`src/cable_diag_pkg.sv`:
```
/*
 * Constants, field layout and types for the copper cable diagnostic control block.
 * Assumes a single 25 MHz system clock and byte-wide switch register access.
 */
package cable_diag_pkg;

   // switch register map, byte addresses
   localparam logic [7:0] REG_CTRL_STATUS   = 8'h2A;
   localparam logic [7:0] REG_DISTANCE_LOW  = 8'h2B;
   localparam logic [7:0] REG_PORT_TWO_CTRL = 8'h2D;

   // cable_test_ctrl_status and port two control fields
   localparam int CS_START_BIT   = 4;
   localparam int CS_RESULT_LSB  = 5;
   localparam int CS_DIST_MSB    = 0;
   localparam int CTRL_MDIX_BIT  = 2;
   localparam logic [7:0] PORT_TWO_CTRL_RESET = 8'h00;

   // management register map and fields
   localparam logic [4:0] PHY_BASIC_CTRL = 5'h00;
   localparam logic [4:0] PHY_CABLE_TEST = 5'h1D;
   localparam int PHY_MDIX_BIT     = 5;
   localparam int PHY_START_BIT    = 15;
   localparam int PHY_RESULT_LSB   = 13;

   // outcome codes
   localparam logic [1:0] RES_NORMAL  = 2'h0;
   localparam logic [1:0] RES_OPEN    = 2'h1;
   localparam logic [1:0] RES_SHORT   = 2'h2;
   localparam logic [1:0] RES_INVALID = 2'h3;

   // timing
   localparam int CLK_PERIOD_NS    = 40;
   localparam int QUIET_TIMEOUT_NS = 10000;
   localparam int MEAS_TIMEOUT_NS  = 100000;
   localparam int QUIET_CYCLES = (QUIET_TIMEOUT_NS / CLK_PERIOD_NS < 1) ? 1
                                 : QUIET_TIMEOUT_NS / CLK_PERIOD_NS;
   localparam int MEAS_CYCLES  = (MEAS_TIMEOUT_NS / CLK_PERIOD_NS < 1) ? 1
                                 : MEAS_TIMEOUT_NS / CLK_PERIOD_NS;
   localparam int CNT_W = 12;

   typedef struct packed {
      logic [1:0] code;
      logic [8:0] distance;
   } tdr_result_t;

   typedef enum logic [2:0] {
      ST_IDLE    = 3'b001,
      ST_QUIET   = 3'b010,
      ST_MEASURE = 3'b100
   } diag_state_t;

endpackage : cable_diag_pkg

```
`src/cable_diagnostic_control.sv`:
```
/*
 * Control and status for the reflectometry cable test of the second copper port.
 * Assumes the analog engine pulses tdrDone with a valid result, and that the
 * link partner shutdown logic reports partnerQuiet as a synchronous level.
 */
`timescale 1ns/1ps

module cable_diagnostic_control (
   // clock and reset
   input  wire logic                        sys_clk,
   input  wire logic                        rst,
   // switch register access
   input  wire logic [7:0]                  regAddr,
   input  wire logic                        regWrite,
   input  wire logic [7:0]                  regWdata,
   input  wire logic                        regRead,
   output logic      [7:0]                  regRdata,
   // management register access
   input  wire logic [4:0]                  phyAddr,
   input  wire logic                        phyWrite,
   input  wire logic [15:0]                 phyWdata,
   input  wire logic                        phyRead,
   output logic      [15:0]                 phyRdata,
   // media and analog engine
   input  wire logic                        fiberMode,
   input  wire logic                        partnerQuiet,
   input  wire logic                        tdrDone,
   input  wire cable_diag_pkg::tdr_result_t tdrResult,
   output logic                             quietRequest,
   output logic                             tdrStart,
   output logic                             mdixManual
);

   cable_diag_pkg::diag_state_t state,     next_state;
   cable_diag_pkg::tdr_result_t result,    next_result;
   logic [cable_diag_pkg::CNT_W-1:0] count,     next_count;
   logic [7:0]                       portCtrl,  next_portCtrl;
   logic [7:0]                       next_regRdata;
   logic [15:0]                      next_phyRdata;
   logic                             next_quietRequest;
   logic                             next_tdrStart;
   logic                             busy;
   logic                             startReq;

   localparam logic [cable_diag_pkg::CNT_W-1:0] QUIET_LAST =
      cable_diag_pkg::CNT_W'(cable_diag_pkg::QUIET_CYCLES - 1);
   localparam logic [cable_diag_pkg::CNT_W-1:0] MEAS_LAST =
      cable_diag_pkg::CNT_W'(cable_diag_pkg::MEAS_CYCLES - 1);

   assign busy     = (state != cable_diag_pkg::ST_IDLE);
   assign mdixManual = portCtrl[cable_diag_pkg::CTRL_MDIX_BIT];

   // both register paths may start the test
   assign startReq = (regWrite && regAddr == cable_diag_pkg::REG_CTRL_STATUS
                      && regWdata[cable_diag_pkg::CS_START_BIT])
                  || (phyWrite && phyAddr == cable_diag_pkg::PHY_CABLE_TEST
                      && phyWdata[cable_diag_pkg::PHY_START_BIT]);

   function automatic logic [7:0] readByte(input logic [7:0] a);
      logic [7:0] d;
      d = 8'h00;
      unique case (a)
         cable_diag_pkg::REG_CTRL_STATUS: begin
            d[cable_diag_pkg::CS_RESULT_LSB +: 2] = result.code;
            d[cable_diag_pkg::CS_START_BIT]       = busy;
            d[cable_diag_pkg::CS_DIST_MSB]        = result.distance[8];
         end
         cable_diag_pkg::REG_DISTANCE_LOW:  d = result.distance[7:0];
         cable_diag_pkg::REG_PORT_TWO_CTRL: d = portCtrl;
         default:                           d = 8'h00;
      endcase
      return d;
   endfunction : readByte

   function automatic logic [15:0] readWord(input logic [4:0] a);
      logic [15:0] d;
      d = 16'h0000;
      unique case (a)
         cable_diag_pkg::PHY_BASIC_CTRL:
            d[cable_diag_pkg::PHY_MDIX_BIT] = portCtrl[cable_diag_pkg::CTRL_MDIX_BIT];
         cable_diag_pkg::PHY_CABLE_TEST: begin
            d[cable_diag_pkg::PHY_START_BIT]       = busy;
            d[cable_diag_pkg::PHY_RESULT_LSB +: 2] = result.code;
            d[8:0]                                 = result.distance;
         end
         default: d = 16'h0000;
      endcase
      return d;
   endfunction : readWord

   always_comb begin
      next_state        = state;
      next_result       = result;
      next_count        = count;
      next_portCtrl     = portCtrl;
      next_quietRequest = quietRequest;
      next_tdrStart     = 1'b0;
      next_regRdata     = regRead ? readByte(regAddr) : regRdata;
      next_phyRdata     = phyRead ? readWord(phyAddr) : phyRdata;

      // crossover control from either path, switch path wins on collision
      if (phyWrite && phyAddr == cable_diag_pkg::PHY_BASIC_CTRL)
         next_portCtrl[cable_diag_pkg::CTRL_MDIX_BIT] =
            phyWdata[cable_diag_pkg::PHY_MDIX_BIT];
      if (regWrite && regAddr == cable_diag_pkg::REG_PORT_TWO_CTRL)
         next_portCtrl = regWdata;

      unique case (state)
         cable_diag_pkg::ST_IDLE: begin
            // results are left untouched here until a new start
            if (startReq) begin
               if (fiberMode) begin
                  next_result.code     = cable_diag_pkg::RES_INVALID;
                  next_result.distance = 9'h000;
               end else begin
                  next_state        = cable_diag_pkg::ST_QUIET;
                  next_quietRequest = 1'b1;
                  next_count        = '0;
               end
            end
         end
         cable_diag_pkg::ST_QUIET: begin
            if (partnerQuiet) begin
               next_state    = cable_diag_pkg::ST_MEASURE;
               next_tdrStart = 1'b1;
               next_count    = '0;
            end else if (count == QUIET_LAST) begin
               // own echo cannot be told from foreign signal, so no pulse
               next_state           = cable_diag_pkg::ST_IDLE;
               next_quietRequest    = 1'b0;
               next_result.code     = cable_diag_pkg::RES_INVALID;
               next_result.distance = 9'h000;
            end else begin
               next_count = count + 1'b1;
            end
         end
         cable_diag_pkg::ST_MEASURE: begin
            if (tdrDone) begin
               next_state        = cable_diag_pkg::ST_IDLE;
               next_quietRequest = 1'b0;
               next_result       = tdrResult;
            end else if (count == MEAS_LAST) begin
               // engine never answered; do not hang the busy bit
               next_state           = cable_diag_pkg::ST_IDLE;
               next_quietRequest    = 1'b0;
               next_result.code     = cable_diag_pkg::RES_INVALID;
               next_result.distance = 9'h000;
            end else begin
               next_count = count + 1'b1;
            end
         end
         default: begin
            next_state        = cable_diag_pkg::ST_IDLE;
            next_quietRequest = 1'b0;
         end
      endcase
   end

   always_ff @(posedge sys_clk) begin
      if (rst) begin
         state        <= cable_diag_pkg::ST_IDLE;
         result       <= '0;
         count        <= '0;
         portCtrl     <= cable_diag_pkg::PORT_TWO_CTRL_RESET;
         regRdata     <= 8'h00;
         phyRdata     <= 16'h0000;
         quietRequest <= 1'b0;
         tdrStart     <= 1'b0;
      end else begin
         state        <= next_state;
         result       <= next_result;
         count        <= next_count;
         portCtrl     <= next_portCtrl;
         regRdata     <= next_regRdata;
         phyRdata     <= next_phyRdata;
         quietRequest <= next_quietRequest;
         tdrStart     <= next_tdrStart;
      end
   end
endmodule : cable_diagnostic_control

```
`config.mk`:
```
export PLATFORM = sky130hd
export DESIGN_NAME = cable_diagnostic_control
export DESIGN_NICKNAME = d
export VERILOG_FILES = /design/src/cable_diag_pkg.sv /design/src/cable_diagnostic_control.sv
export SDC_FILE = /design/constraint.sdc
export NUM_CORES = 1
export LEC_CHECK = 0
export BUFFER_PORTS_ARGS = -buffer_cell sky130_fd_sc_hd__clkbuf_2
export CAP_MARGIN = 15
export CORE_MARGIN = 8
export CORE_UTILIZATION = 48
export CTS_BUF_LIST = sky130_fd_sc_hd__clkbuf_4
export CTS_CLUSTER_SIZE = 24
export DETAILED_ROUTE_END_ITERATION = 16
export PLACE_DENSITY = 0.79
export SLEW_MARGIN = 20
export SYNTH_ARGS = -nofsm -noshare
export SYNTH_HDL_FRONTEND = slang
export SYNTH_SLANG_ARGS = --single-unit
```
`constraint.sdc`:
```
create_clock -name sys_clk -period 1.8 [get_ports sys_clk]
set_input_delay 0.45 -clock sys_clk [delete_from_list [all_inputs] [get_ports sys_clk]]
set_output_delay 0.45 -clock sys_clk [all_outputs]
set_load 0.02 [all_outputs]
```
==> results of run 1 <==
## metal layers
layer	global-route usage [%]	up-vias
met2	34.5	107
met4	6.55	0
li1	-	1393
met3	5.10	16
met1	20.4	1409
met5	0	-
## stage by stage
stage | TNS, ns | instances | total power (W) | utilization (%)
floorplan | -0.139 | 319 | 0.00136 | -
global placement | -4.90 | 480 | 0.00146 | 62.7
detailed placement | -5.62 | 480 | 0.00146 | 62.7
CTS | -2.13 | 489 | 0.00204 | 65.7
global route | -5.37 | 497 | 0.00213 | 70.2
finish | -4.12 | 497 | 0.00207 | 70.2
## where the power goes
| group | switching, W | leakage, nW | internal (W) |
|---|---|---|---|
| clock | 0.000452 | 0.0333 | 0.000165 |
| combinational | 0.000110 | 1.01 | 0.0000884 |
| sequential | 0.00000443 | 0.453 | 0.00125 |
## cells by family after synthesis
kind of cell / Yosys count / share of synthesized area [%]
AOI/OAI and AO/OA: 86 / 23.3
xor gates and xnor gates: 1 / 0.320
other: 1 / 0.137
and+or+nand+nor: 141 / 29.0
buffers and inverters: 29 / 5.35
DFF: 56 / 41.0
adders and majority gates: 2 / 0.915
## final timing paths
path	slack (ns)	from	end	cells after the start
setup / recovery	-0.21	count[9]	count[2]	6
hold / removal	0.26	tdrResult[1]	result[1]	2
setup reg to reg	-0.21	count[9]	count[2]	6
hold reg to reg	0.47	portCtrl[3]	portCtrl[3]	2
## layout make-up
type                    count  area [um^2]  area share (%)
clock inverters             3         27.5           0.712
repair buffers            121          827            21.4
clock buffers               5         37.5           0.971
inverters                   4         15.0           0.388
flip-flops and latches     56         1130            29.1
multi-input cells         235         1740            45.0
diodes                      1         2.50          0.0647
well taps                  72         90.1            2.33
## state kept, by name, summed over array words and instances (netlist names)
name          count
regRdata          8
state             3
count            12
quietRequest      1
phyRdata         12
portCtrl          8
tdrStart          1
result           11
## what timing repair did
item                                    CTS  global route
pin swaps                                 6            13
resized for setup                        17            28
setup buffers                             1             5
gates cloned                              0             2
endpoints found under the setup margin   26            26
## layout by cell type (no fill, tap or decap), types with 4 or more instances in the layout
| cell | instances |
|---|---|
| a211oi_1 | 5 |
| a21oi_1 | 21 |
| a222oi_1 | 4 |
| a22o_1 | 9 |
| a22oi_1 | 5 |
| a31oi_1 | 4 |
| and3_1 | 6 |
| buf_4 | 46 |
| buf_6 | 5 |
| clkbuf_2 | 65 |
| clkbuf_4 | 5 |
| conb_1 | 4 |
| dfxtp_1 | 52 |
| dfxtp_2 | 4 |
| inv_1 | 4 |
| nand2_1 | 23 |
| nand2b_1 | 15 |
| nand3_1 | 22 |
| nand3b_1 | 5 |
| nand4_1 | 5 |
| nor2_1 | 24 |
| nor2b_1 | 11 |
| nor4_2 | 4 |
| o21ai_0 | 4 |
| o31ai_1 | 4 |
| o41ai_2 | 4 |
| o41ai_4 | 4 |
==> qor.txt, run 1 <==
status -> finished with violations
failing checks -> negative setup slack
drt total wl -> 8.90 mm
port bufs -> 65
Buf/Inv on CP -> 1
static leakage -> 1.50 nW
Post-DP Area -> 3450 um^2
Worst-Margin Slew -> 0.649 ns
All-Layer GR Usage -> 18.9%
CP startpoint kind -> flip-flop
post-route ant nets -> 0
RSZ-0062 raised after global routing -> yes
Final Max Slew Viols -> 0
cell taking the most area after synthesis -> dfxtp_1
final setup violating endpoints -> 25
CP delay by family, top -> simple AND/OR/NAND/NOR gates
Post-Route M1 WL -> 3.52 mm
die width -> 91.5 um
hold_ws -> 0.255 ns
CP Capture Type -> flip-flop
vias per cell -> 5.89
Hold WC Path Type -> in2reg
Gate Count Post-Synth -> 316
grt total ovfl -> 0
Setup WS pre-CTS -> -0.370 ns
clk_lat worst skew -> 0.40 ns
count leader, synth -> dfxtp_1
DRC -> 0
CTS H-tree depth -> 2
max_cap viols -> 0
Die Y -> 91.5 um
mapped cell area -> 2730 um^2
Clock Path Buffers -> 2
first-pass GRT wire length -> 13.3 mm
EDFF count, synth -> 0
Final nets -> 482
clock slew at reported path FFs -> 0.17 ns
Final WS setup -> -0.209 ns
Peak VDD IR -> 0.322 mV
largest net degree at the start of global routing -> 48
CP peak stage delay -> 0.49 ns
Final Hold Fails -> 0
synthesis-stage register bit count -> 56
Layout Skew -> 0.0120 ns
post-synth top area share -> 41.0%
Die ar. -> 8370 um^2
area delta synth->final -> 41.5%
WP data arrival -> 2.33 ns
GP Congestion -> 0.874
clock sink count -> 56
Seq/Total Area, Yosys -> 41.0%
post-synth cell types -> 57
vias in the first global route -> 2869
worst setup path class -> reg2reg
Hold Buf Count CTS -> 0
WL/cell -> 17.9 um
total CTS buffers -> 5
fin area -> 3870 um^2
drt pass-1 iters -> 5
Final min period -> 2.01 ns
Detail Route met2 WL -> 4.62 mm
Async S/R FF share, synth -> 0%
commonest cells in the synthesized netlist -> dfxtp_1 (56), nor2_1 (24), a21oi_1 (23), nand2_1 (23), nand3_1 (22)
Tcrit/Tclk final -> 112%
crit-path cells -> or3_4 > or4_4 > o21ai_4 > clkbuf_16 > nor4_1 > o32ai_1
IO Pins -> 84
HPWL Detailed -> 6.08 mm
initial antenna violation count -> 1
Fillers -> 417
Crit-path slowest cell -> or4_4
Worst Path Max Fanout -> 5
Slew HR -> 56.6%
max layer used -> met4
PwrDens -> 535 nW/um^2
CTS tree -> yes
Max Fclk -> 498 MHz
required time worst endpoint -> 2.12 ns
initial core utilization -> 49.6%
ranking of synthesized cells by area -> dfxtp_1 (41%), a21oi_1 (4.2%), nand3_1 (4.0%), nand2b_1 (3.4%), nor2_1 (3.3%)
WL met3 -> 578 um
ys flop type -> dfxtp_1
vias post-DR -> 2925
CTS Root Cell -> clkbuf_4
synth warn -> 0
# rows -> 27
DRT iter0 DRCs -> 150
syn_area_per_cell -> 8.65 um^2
Core Area -> 5510 um^2
share of cells above drive strength 1 -> 39.9%
Power figures use the tool's default switching activity.
==> inputs of run 2 (changes only) <==
--- a/config.mk
+++ b/config.mk
@@ -13,6 +13,7 @@
 export CTS_CLUSTER_SIZE = 24
 export DETAILED_ROUTE_END_ITERATION = 16
 export PLACE_DENSITY = 0.79
+export SKIP_LAST_GASP = 1
 export SLEW_MARGIN = 20
 export SYNTH_ARGS = -nofsm -noshare
 export SYNTH_HDL_FRONTEND = slang
==> run 2 against run 1 <==
  * The run still ends with negative setup slack left
  * Clock power fell by 3.2%
  * Sequential power about the same
  * Via count up 0.17%
  * Critical path depth rose by 2
  * Worst setup slack worse by 0.0061 ns
  * Sequential share of layout area grew 0.57 points
  * Count of clock-buffer cells in the layout unchanged
  * Power is 1.3% lower
  * Non-clock buffer count grew 2
  * Largest cell class unchanged
==> qor.txt, run 2 (synthesis gave the netlist of run 1 again) <==
Die Y -> 91.5 um
clock slew at reported path FFs -> 0.18 ns
CTS H-tree depth -> 2
# rows -> 27
RSZ-0062 raised after global routing -> yes
Clock Path Buffers -> 2
Top Registers -> count: 12 flops, phyRdata: 12 flops, result: 11 flops
total CTS buffers -> 5
hold_ws -> 0.280 ns
Core Area -> 5510 um^2
drt pass-1 iters -> 5
Hold WC Path Type -> in2reg
clk_lat worst skew -> 0.39 ns
Crit-path slowest cell -> or4_4
Final Max Slew Viols -> 0
vias post-DR -> 2930
Worst Path Max Fanout -> 5
area delta synth->final -> 39.4%
WP data arrival -> 2.31 ns
Final WS setup -> -0.215 ns
met2 GRT Util -> 34.8%
drt total wl -> 8.76 mm
dpl cells -> 480
vias in the first global route -> 2866
CP delay by family, top -> simple AND/OR/NAND/NOR gates
grt total ovfl -> 0
CTS tree -> yes
initial core utilization -> 49.6%
most frequent cells in the layout -> clkbuf_2 (65), dfxtp_1 (52), buf_4 (48), nand2_1 (23), nor2_1 (23)
required time worst endpoint -> 2.10 ns
commonest non-fill, non-tap cell in the layout -> clkbuf_2
Slew HR -> 58.7%
antenna cell count -> 0
busiest grt layer -> met2
vias per cell -> 5.88
GR Layer Usage met3 -> 5.43%
static leakage -> 1.49 nW
Final Hold Fails -> 0
Final Total Pwr -> 0.00204 W
DRT iter0 DRCs -> 185
CP Capture Type -> flip-flop
Final nets -> 484
DRC -> 0
Final min period -> 2.02 ns
CP startpoint kind -> flip-flop
Layout Skew -> 0.0108 ns
Die ar. -> 8370 um^2
post-route ant nets -> 0
Tcrit/Tclk final -> 112%
share of cells above drive strength 1 -> 39.2%
Max Fclk -> 496 MHz
initial antenna violation count -> 0
crit-path cells -> inv_2 > ha_4 > nand3b_1 > or4_4 > o21ai_4 > clkbuf_16 > nor4_1 > o32ai_1
final setup violating endpoints -> 25
CTS Root Cell -> clkbuf_4
clock sink count -> 56
Setup WS pre-CTS -> -0.370 ns
GP Congestion -> 0.874
IO Pins -> 84
Fillers -> 417
failing checks -> negative setup slack
WL/cell -> 17.6 um
All-Layer GR Usage -> 18.9%
HPWL Detailed -> 6.08 mm
CP peak stage delay -> 0.55 ns
worst setup path class -> reg2reg
Worst-Margin Slew -> 0.618 ns
max_cap viols -> 0
Hold Buf Count CTS -> 0
die width -> 91.5 um
status -> finished with violations
fin cells -> 498
PwrDens -> 536 nW/um^2
Peak VDD IR -> 0.354 mV
port bufs -> 65
met1 Use GR -> 20.4%
largest net degree at the start of global routing -> 48
Buf/Inv on CP -> 2
first-pass GRT wire length -> 13.3 mm
run 2: changes by cell type in the layout (fill, tap and decap cells not counted), moves of 2 or more:
cell	delta
a31oi_4	-2
buf_4	+2
dfxtp_2	-2
dfxtp_4	+2
o41ai_1	+4
o41ai_2	-2
o41ai_4	-2
run 2: final timing paths:
check	startpoint	to	slack, ns	depth (start not counted)
max	count[1]	count[2]	-0.22	8
min	tdrResult[2]	result[2]	0.28	2
max reg2reg	count[1]	count[2]	-0.22	8
min reg2reg	portCtrl[3]	portCtrl[3]	0.47	2
run 2: area by class of cell:
cell class | count | area [um^2] | area share (%)
clock buffers | 5 | 37.5 | 0.985
multi-input cells | 235 | 1660 | 43.6
flip-flops and latches | 56 | 1130 | 29.7
clock inverters | 3 | 27.5 | 0.722
repair buffers | 123 | 847 | 22.2
well taps | 72 | 90.1 | 2.36
inverters | 4 | 15.0 | 0.394
run 2: power by group:
part	total (W)	switching [W]	internal, W	leakage [nW]
clock	0.000597	0.000432	0.000165	0.0333
combinational	0.000194	0.000107	0.0000871	1.00
sequential	0.00125	0.00000431	0.00124	0.453
total	0.00204	0.000544	0.00150	1.49
run 2: stage by stage:
stage	TNS, ns	util (%)	area (um^2)
floorplan	-0.139	-	2760
global placement	-4.90	62.7	3450
detailed placement	-5.62	62.7	3450
CTS	-2.15	65.4	3600
global route	-5.18	69.2	3810
finish	-3.91	69.2	3810
run 2: worst reg2reg max path, stage by stage (launching register included):
cell and delay (ns):
dfxtp_4 0.40, inv_2 0.07, ha_4 0.12, nand3b_1 0.09
or4_4 0.55, o21ai_4 0.23, clkbuf_16 0.19, nor4_1 0.05
o32ai_1 0.23
run 2: per-layer routing:
layer  part of all wire, %  up-vias
li1                      -     1395
met1                    39     1401
met2                    51      114
met3                   7.5       20
met4                   2.0        0
met5                     0        -
run 2: repair_timing:
item | CTS | global route
cloned | 0 | 2
setup endpoints to repair | 26 | 26
gates resized for setup | 15 | 21
setup buffers | 1 | 7
pin swaps | 6 | 17
==> inputs of run 3 (changes only) <==
--- a/config.mk
+++ b/config.mk
@@ -8,11 +8,11 @@
 export BUFFER_PORTS_ARGS = -buffer_cell sky130_fd_sc_hd__clkbuf_2
 export CAP_MARGIN = 15
 export CORE_MARGIN = 8
-export CORE_UTILIZATION = 48
+export CORE_UTILIZATION = 53
 export CTS_BUF_LIST = sky130_fd_sc_hd__clkbuf_4
 export CTS_CLUSTER_SIZE = 24
 export DETAILED_ROUTE_END_ITERATION = 16
-export PLACE_DENSITY = 0.79
+export PLACE_DENSITY = 0.83
 export SKIP_LAST_GASP = 1
 export SLEW_MARGIN = 20
 export SYNTH_ARGS = -nofsm -noshare
==> constraint.sdc (replaced) <==
create_clock -name sys_clk -period 2.1 [get_ports sys_clk]
set_input_delay 0.525 -clock sys_clk [delete_from_list [all_inputs] [get_ports sys_clk]]
set_output_delay 0.525 -clock sys_clk [all_outputs]
set_load 0.02 [all_outputs]
==> run 3 against run 2 <==
  * The run now ends clean
  * Global-route usage rose by 1.0 points
  * Power fell by 17%
  * Sequential share of layout area up 3.9 points
  * Register-to-register slack improved by 0.26 ns
  * Sequential power is 14% lower
  * Combinational power shrank 26%
  * Largest cell class unchanged
  * Largest power group unchanged
==> qor.txt, run 3 (synthesis gave the netlist of run 1 again) <==
status -> completed
Top Registers -> count: 12 flops, phyRdata: 12 flops, result: 11 flops
Die Y -> 87.8 um
Final Hold Fails -> 0
CTS Root Cell -> clkbuf_4
first-pass GRT wire length -> 12.2 mm
largest net degree at the start of global routing -> 48
max_cap viols -> 0
vias in the first global route -> 2614
CTS tree -> yes
initial core utilization -> 54.2%
sw power -> 0.000426 W
DRC -> 0
CTS H-tree depth -> 2
IO Pins -> 84
Layout Skew -> 0.0109 ns
Clock Path Buffers -> 2
All-Layer GR Usage -> 19.9%
post-route ant nets -> 0
DRT iter0 DRCs -> 157
drt total wl -> 7.56 mm
drt pass-1 iters -> 4
share of cells above drive strength 1 -> 29.6%
commonest non-fill, non-tap cell in the layout -> clkbuf_2
Fillers -> 426
multi-input logic area -> 1500 um^2
grt total ovfl -> 0
CP Capture Type -> flip-flop
WL/cell -> 16.3 um
Post-DP Area -> 3250 um^2
Final Total Pwr -> 0.00168 W
clock slew at reported path FFs -> 0.16 ns
Final Max Slew Viols -> 0
total CTS buffers -> 5
Sw Ratio -> 25.3%
WP data arrival -> 2.34 ns
HPWL Detailed -> 5.70 mm
clk_lat worst skew -> 0.38 ns
clock sink count -> 56
area occupied by registers -> 1120 um^2
Tcrit/Tclk final -> 97.8%
Core Area -> 5040 um^2
static leakage -> 1.30 nW
initial antenna violation count -> 0
# rows -> 26
PwrDens -> 504 nW/um^2
GP Congestion -> 0.886
RSZ-0062 raised after global routing -> yes
final setup violating endpoints -> 0
fin area -> 3340 um^2
port bufs -> 65
Final nets -> 453
vias per cell -> 5.90
internal power -> 0.00126 W
Final min period -> 2.05 ns
Max Fclk -> 487 MHz
Peak VDD IR -> 0.287 mV
Seq pwr share -> 63.7%
Die ar. -> 7710 um^2
area delta synth->final -> 22.3%
vias post-DR -> 2742
CP startpoint kind -> flip-flop
die width -> 87.8 um
worst setup path class -> reg2reg
Worst Path Max Fanout -> 4
power share of the clock group -> 27.8%
antenna cell count -> 0
Gate power share -> 8.5%
required time worst endpoint -> 2.39 ns
most frequent cells in the layout -> clkbuf_2 (65), dfxtp_1 (55), buf_4 (26), nor2_1 (24)
Hold WC Path Type -> in2reg
-- run 3: cell count changes in the layout (fill, tap and decap cells not counted), sizes merged --
cell | previous run | this run
buf | 57 | 28
a31oi | 7 | 6
clkbuf | 71 | 70
clkinvlp | 1 | 2
inv | 5 | 4
-- run 3: layout make-up --
class | instances | area share (%)
clock buffers | 5 | 1.12
clock inverters | 3 | 0.561
flip-flops and latches | 56 | 33.6
well taps | 70 | 2.62
multi-input cells | 234 | 44.9
inverters | 4 | 0.449
repair buffers | 93 | 16.8
-- run 3: what timing repair did --
item | in CTS | in global routing
pin swaps | 0 | 2
buffers inserted | 0 | 1
setup endpoints to repair | 4 | 6
hold buffers | 0 | 0
endpoints found under the hold margin | 0 | 0
resized for setup | 2 | 4
-- run 3: final timing paths --
kind / cells past startpoint / endpoint / startpoint / slack (ns)
hold / removal: 3 / portCtrl[3] / regWdata[3] / 0.36
hold reg to reg: 2 / portCtrl[6] / portCtrl[6] / 0.47
setup reg to reg: 5 / quietRequest / count[9] / 0.05
setup / recovery: 5 / quietRequest / count[9] / 0.05
-- run 3: worst max-delay path, cell delays in order, from the launching register on --
cell and delay (ns):
dfxtp_1 0.34, or3_1 0.42, or4_4 0.55, o21ai_4 0.24
a31oi_1 0.13, nor4_2 0.28
-- run 3: per-layer routing --
| layer | routed length [um] | share of wire, % | up-vias | track usage (%) |
|---|---|---|---|---|
| li1 | - | - | 1330 | - |
| met1 | 2960 | 39 | 1308 | 22.3 |
| met2 | 3930 | 52 | 90 | 35.0 |
| met3 | 502 | 6.6 | 14 | 4.03 |
| met4 | 173 | 2.3 | 0 | 9.53 |
| met5 | 0 | 0 | - | 0 |
-- run 3: per-stage QoR --
stage               hold slack [ns]  setup slack, ns  setup TNS, ns  utilization, %  instances
floorplan                     0.436            0.132              0               -        319
finish                        0.356           0.0471              0            66.3        465
CTS                           0.347           0.0162              0            65.9        464
global route                  0.325          -0.0133        -0.0252            66.3        465
detailed placement            0.451           -0.290          -3.75            64.5        456
global placement              0.442           -0.228          -1.91            64.5        456
-- run 3: power by group through the flow --
stage | Combinational [W] | Sequential, W | Clock (W)
3_5_place_dp | 0.000141 | 0.00110 | 0
2_1_floorplan | 0.0000670 | 0.00110 | 0
3_3_place_gp | 0.000139 | 0.00109 | 0
4_1_cts | 0.000142 | 0.00107 | 0.000480
5_1_grt | 0.000156 | 0.00107 | 0.000540
6_report | 0.000144 | 0.00107 | 0.000468
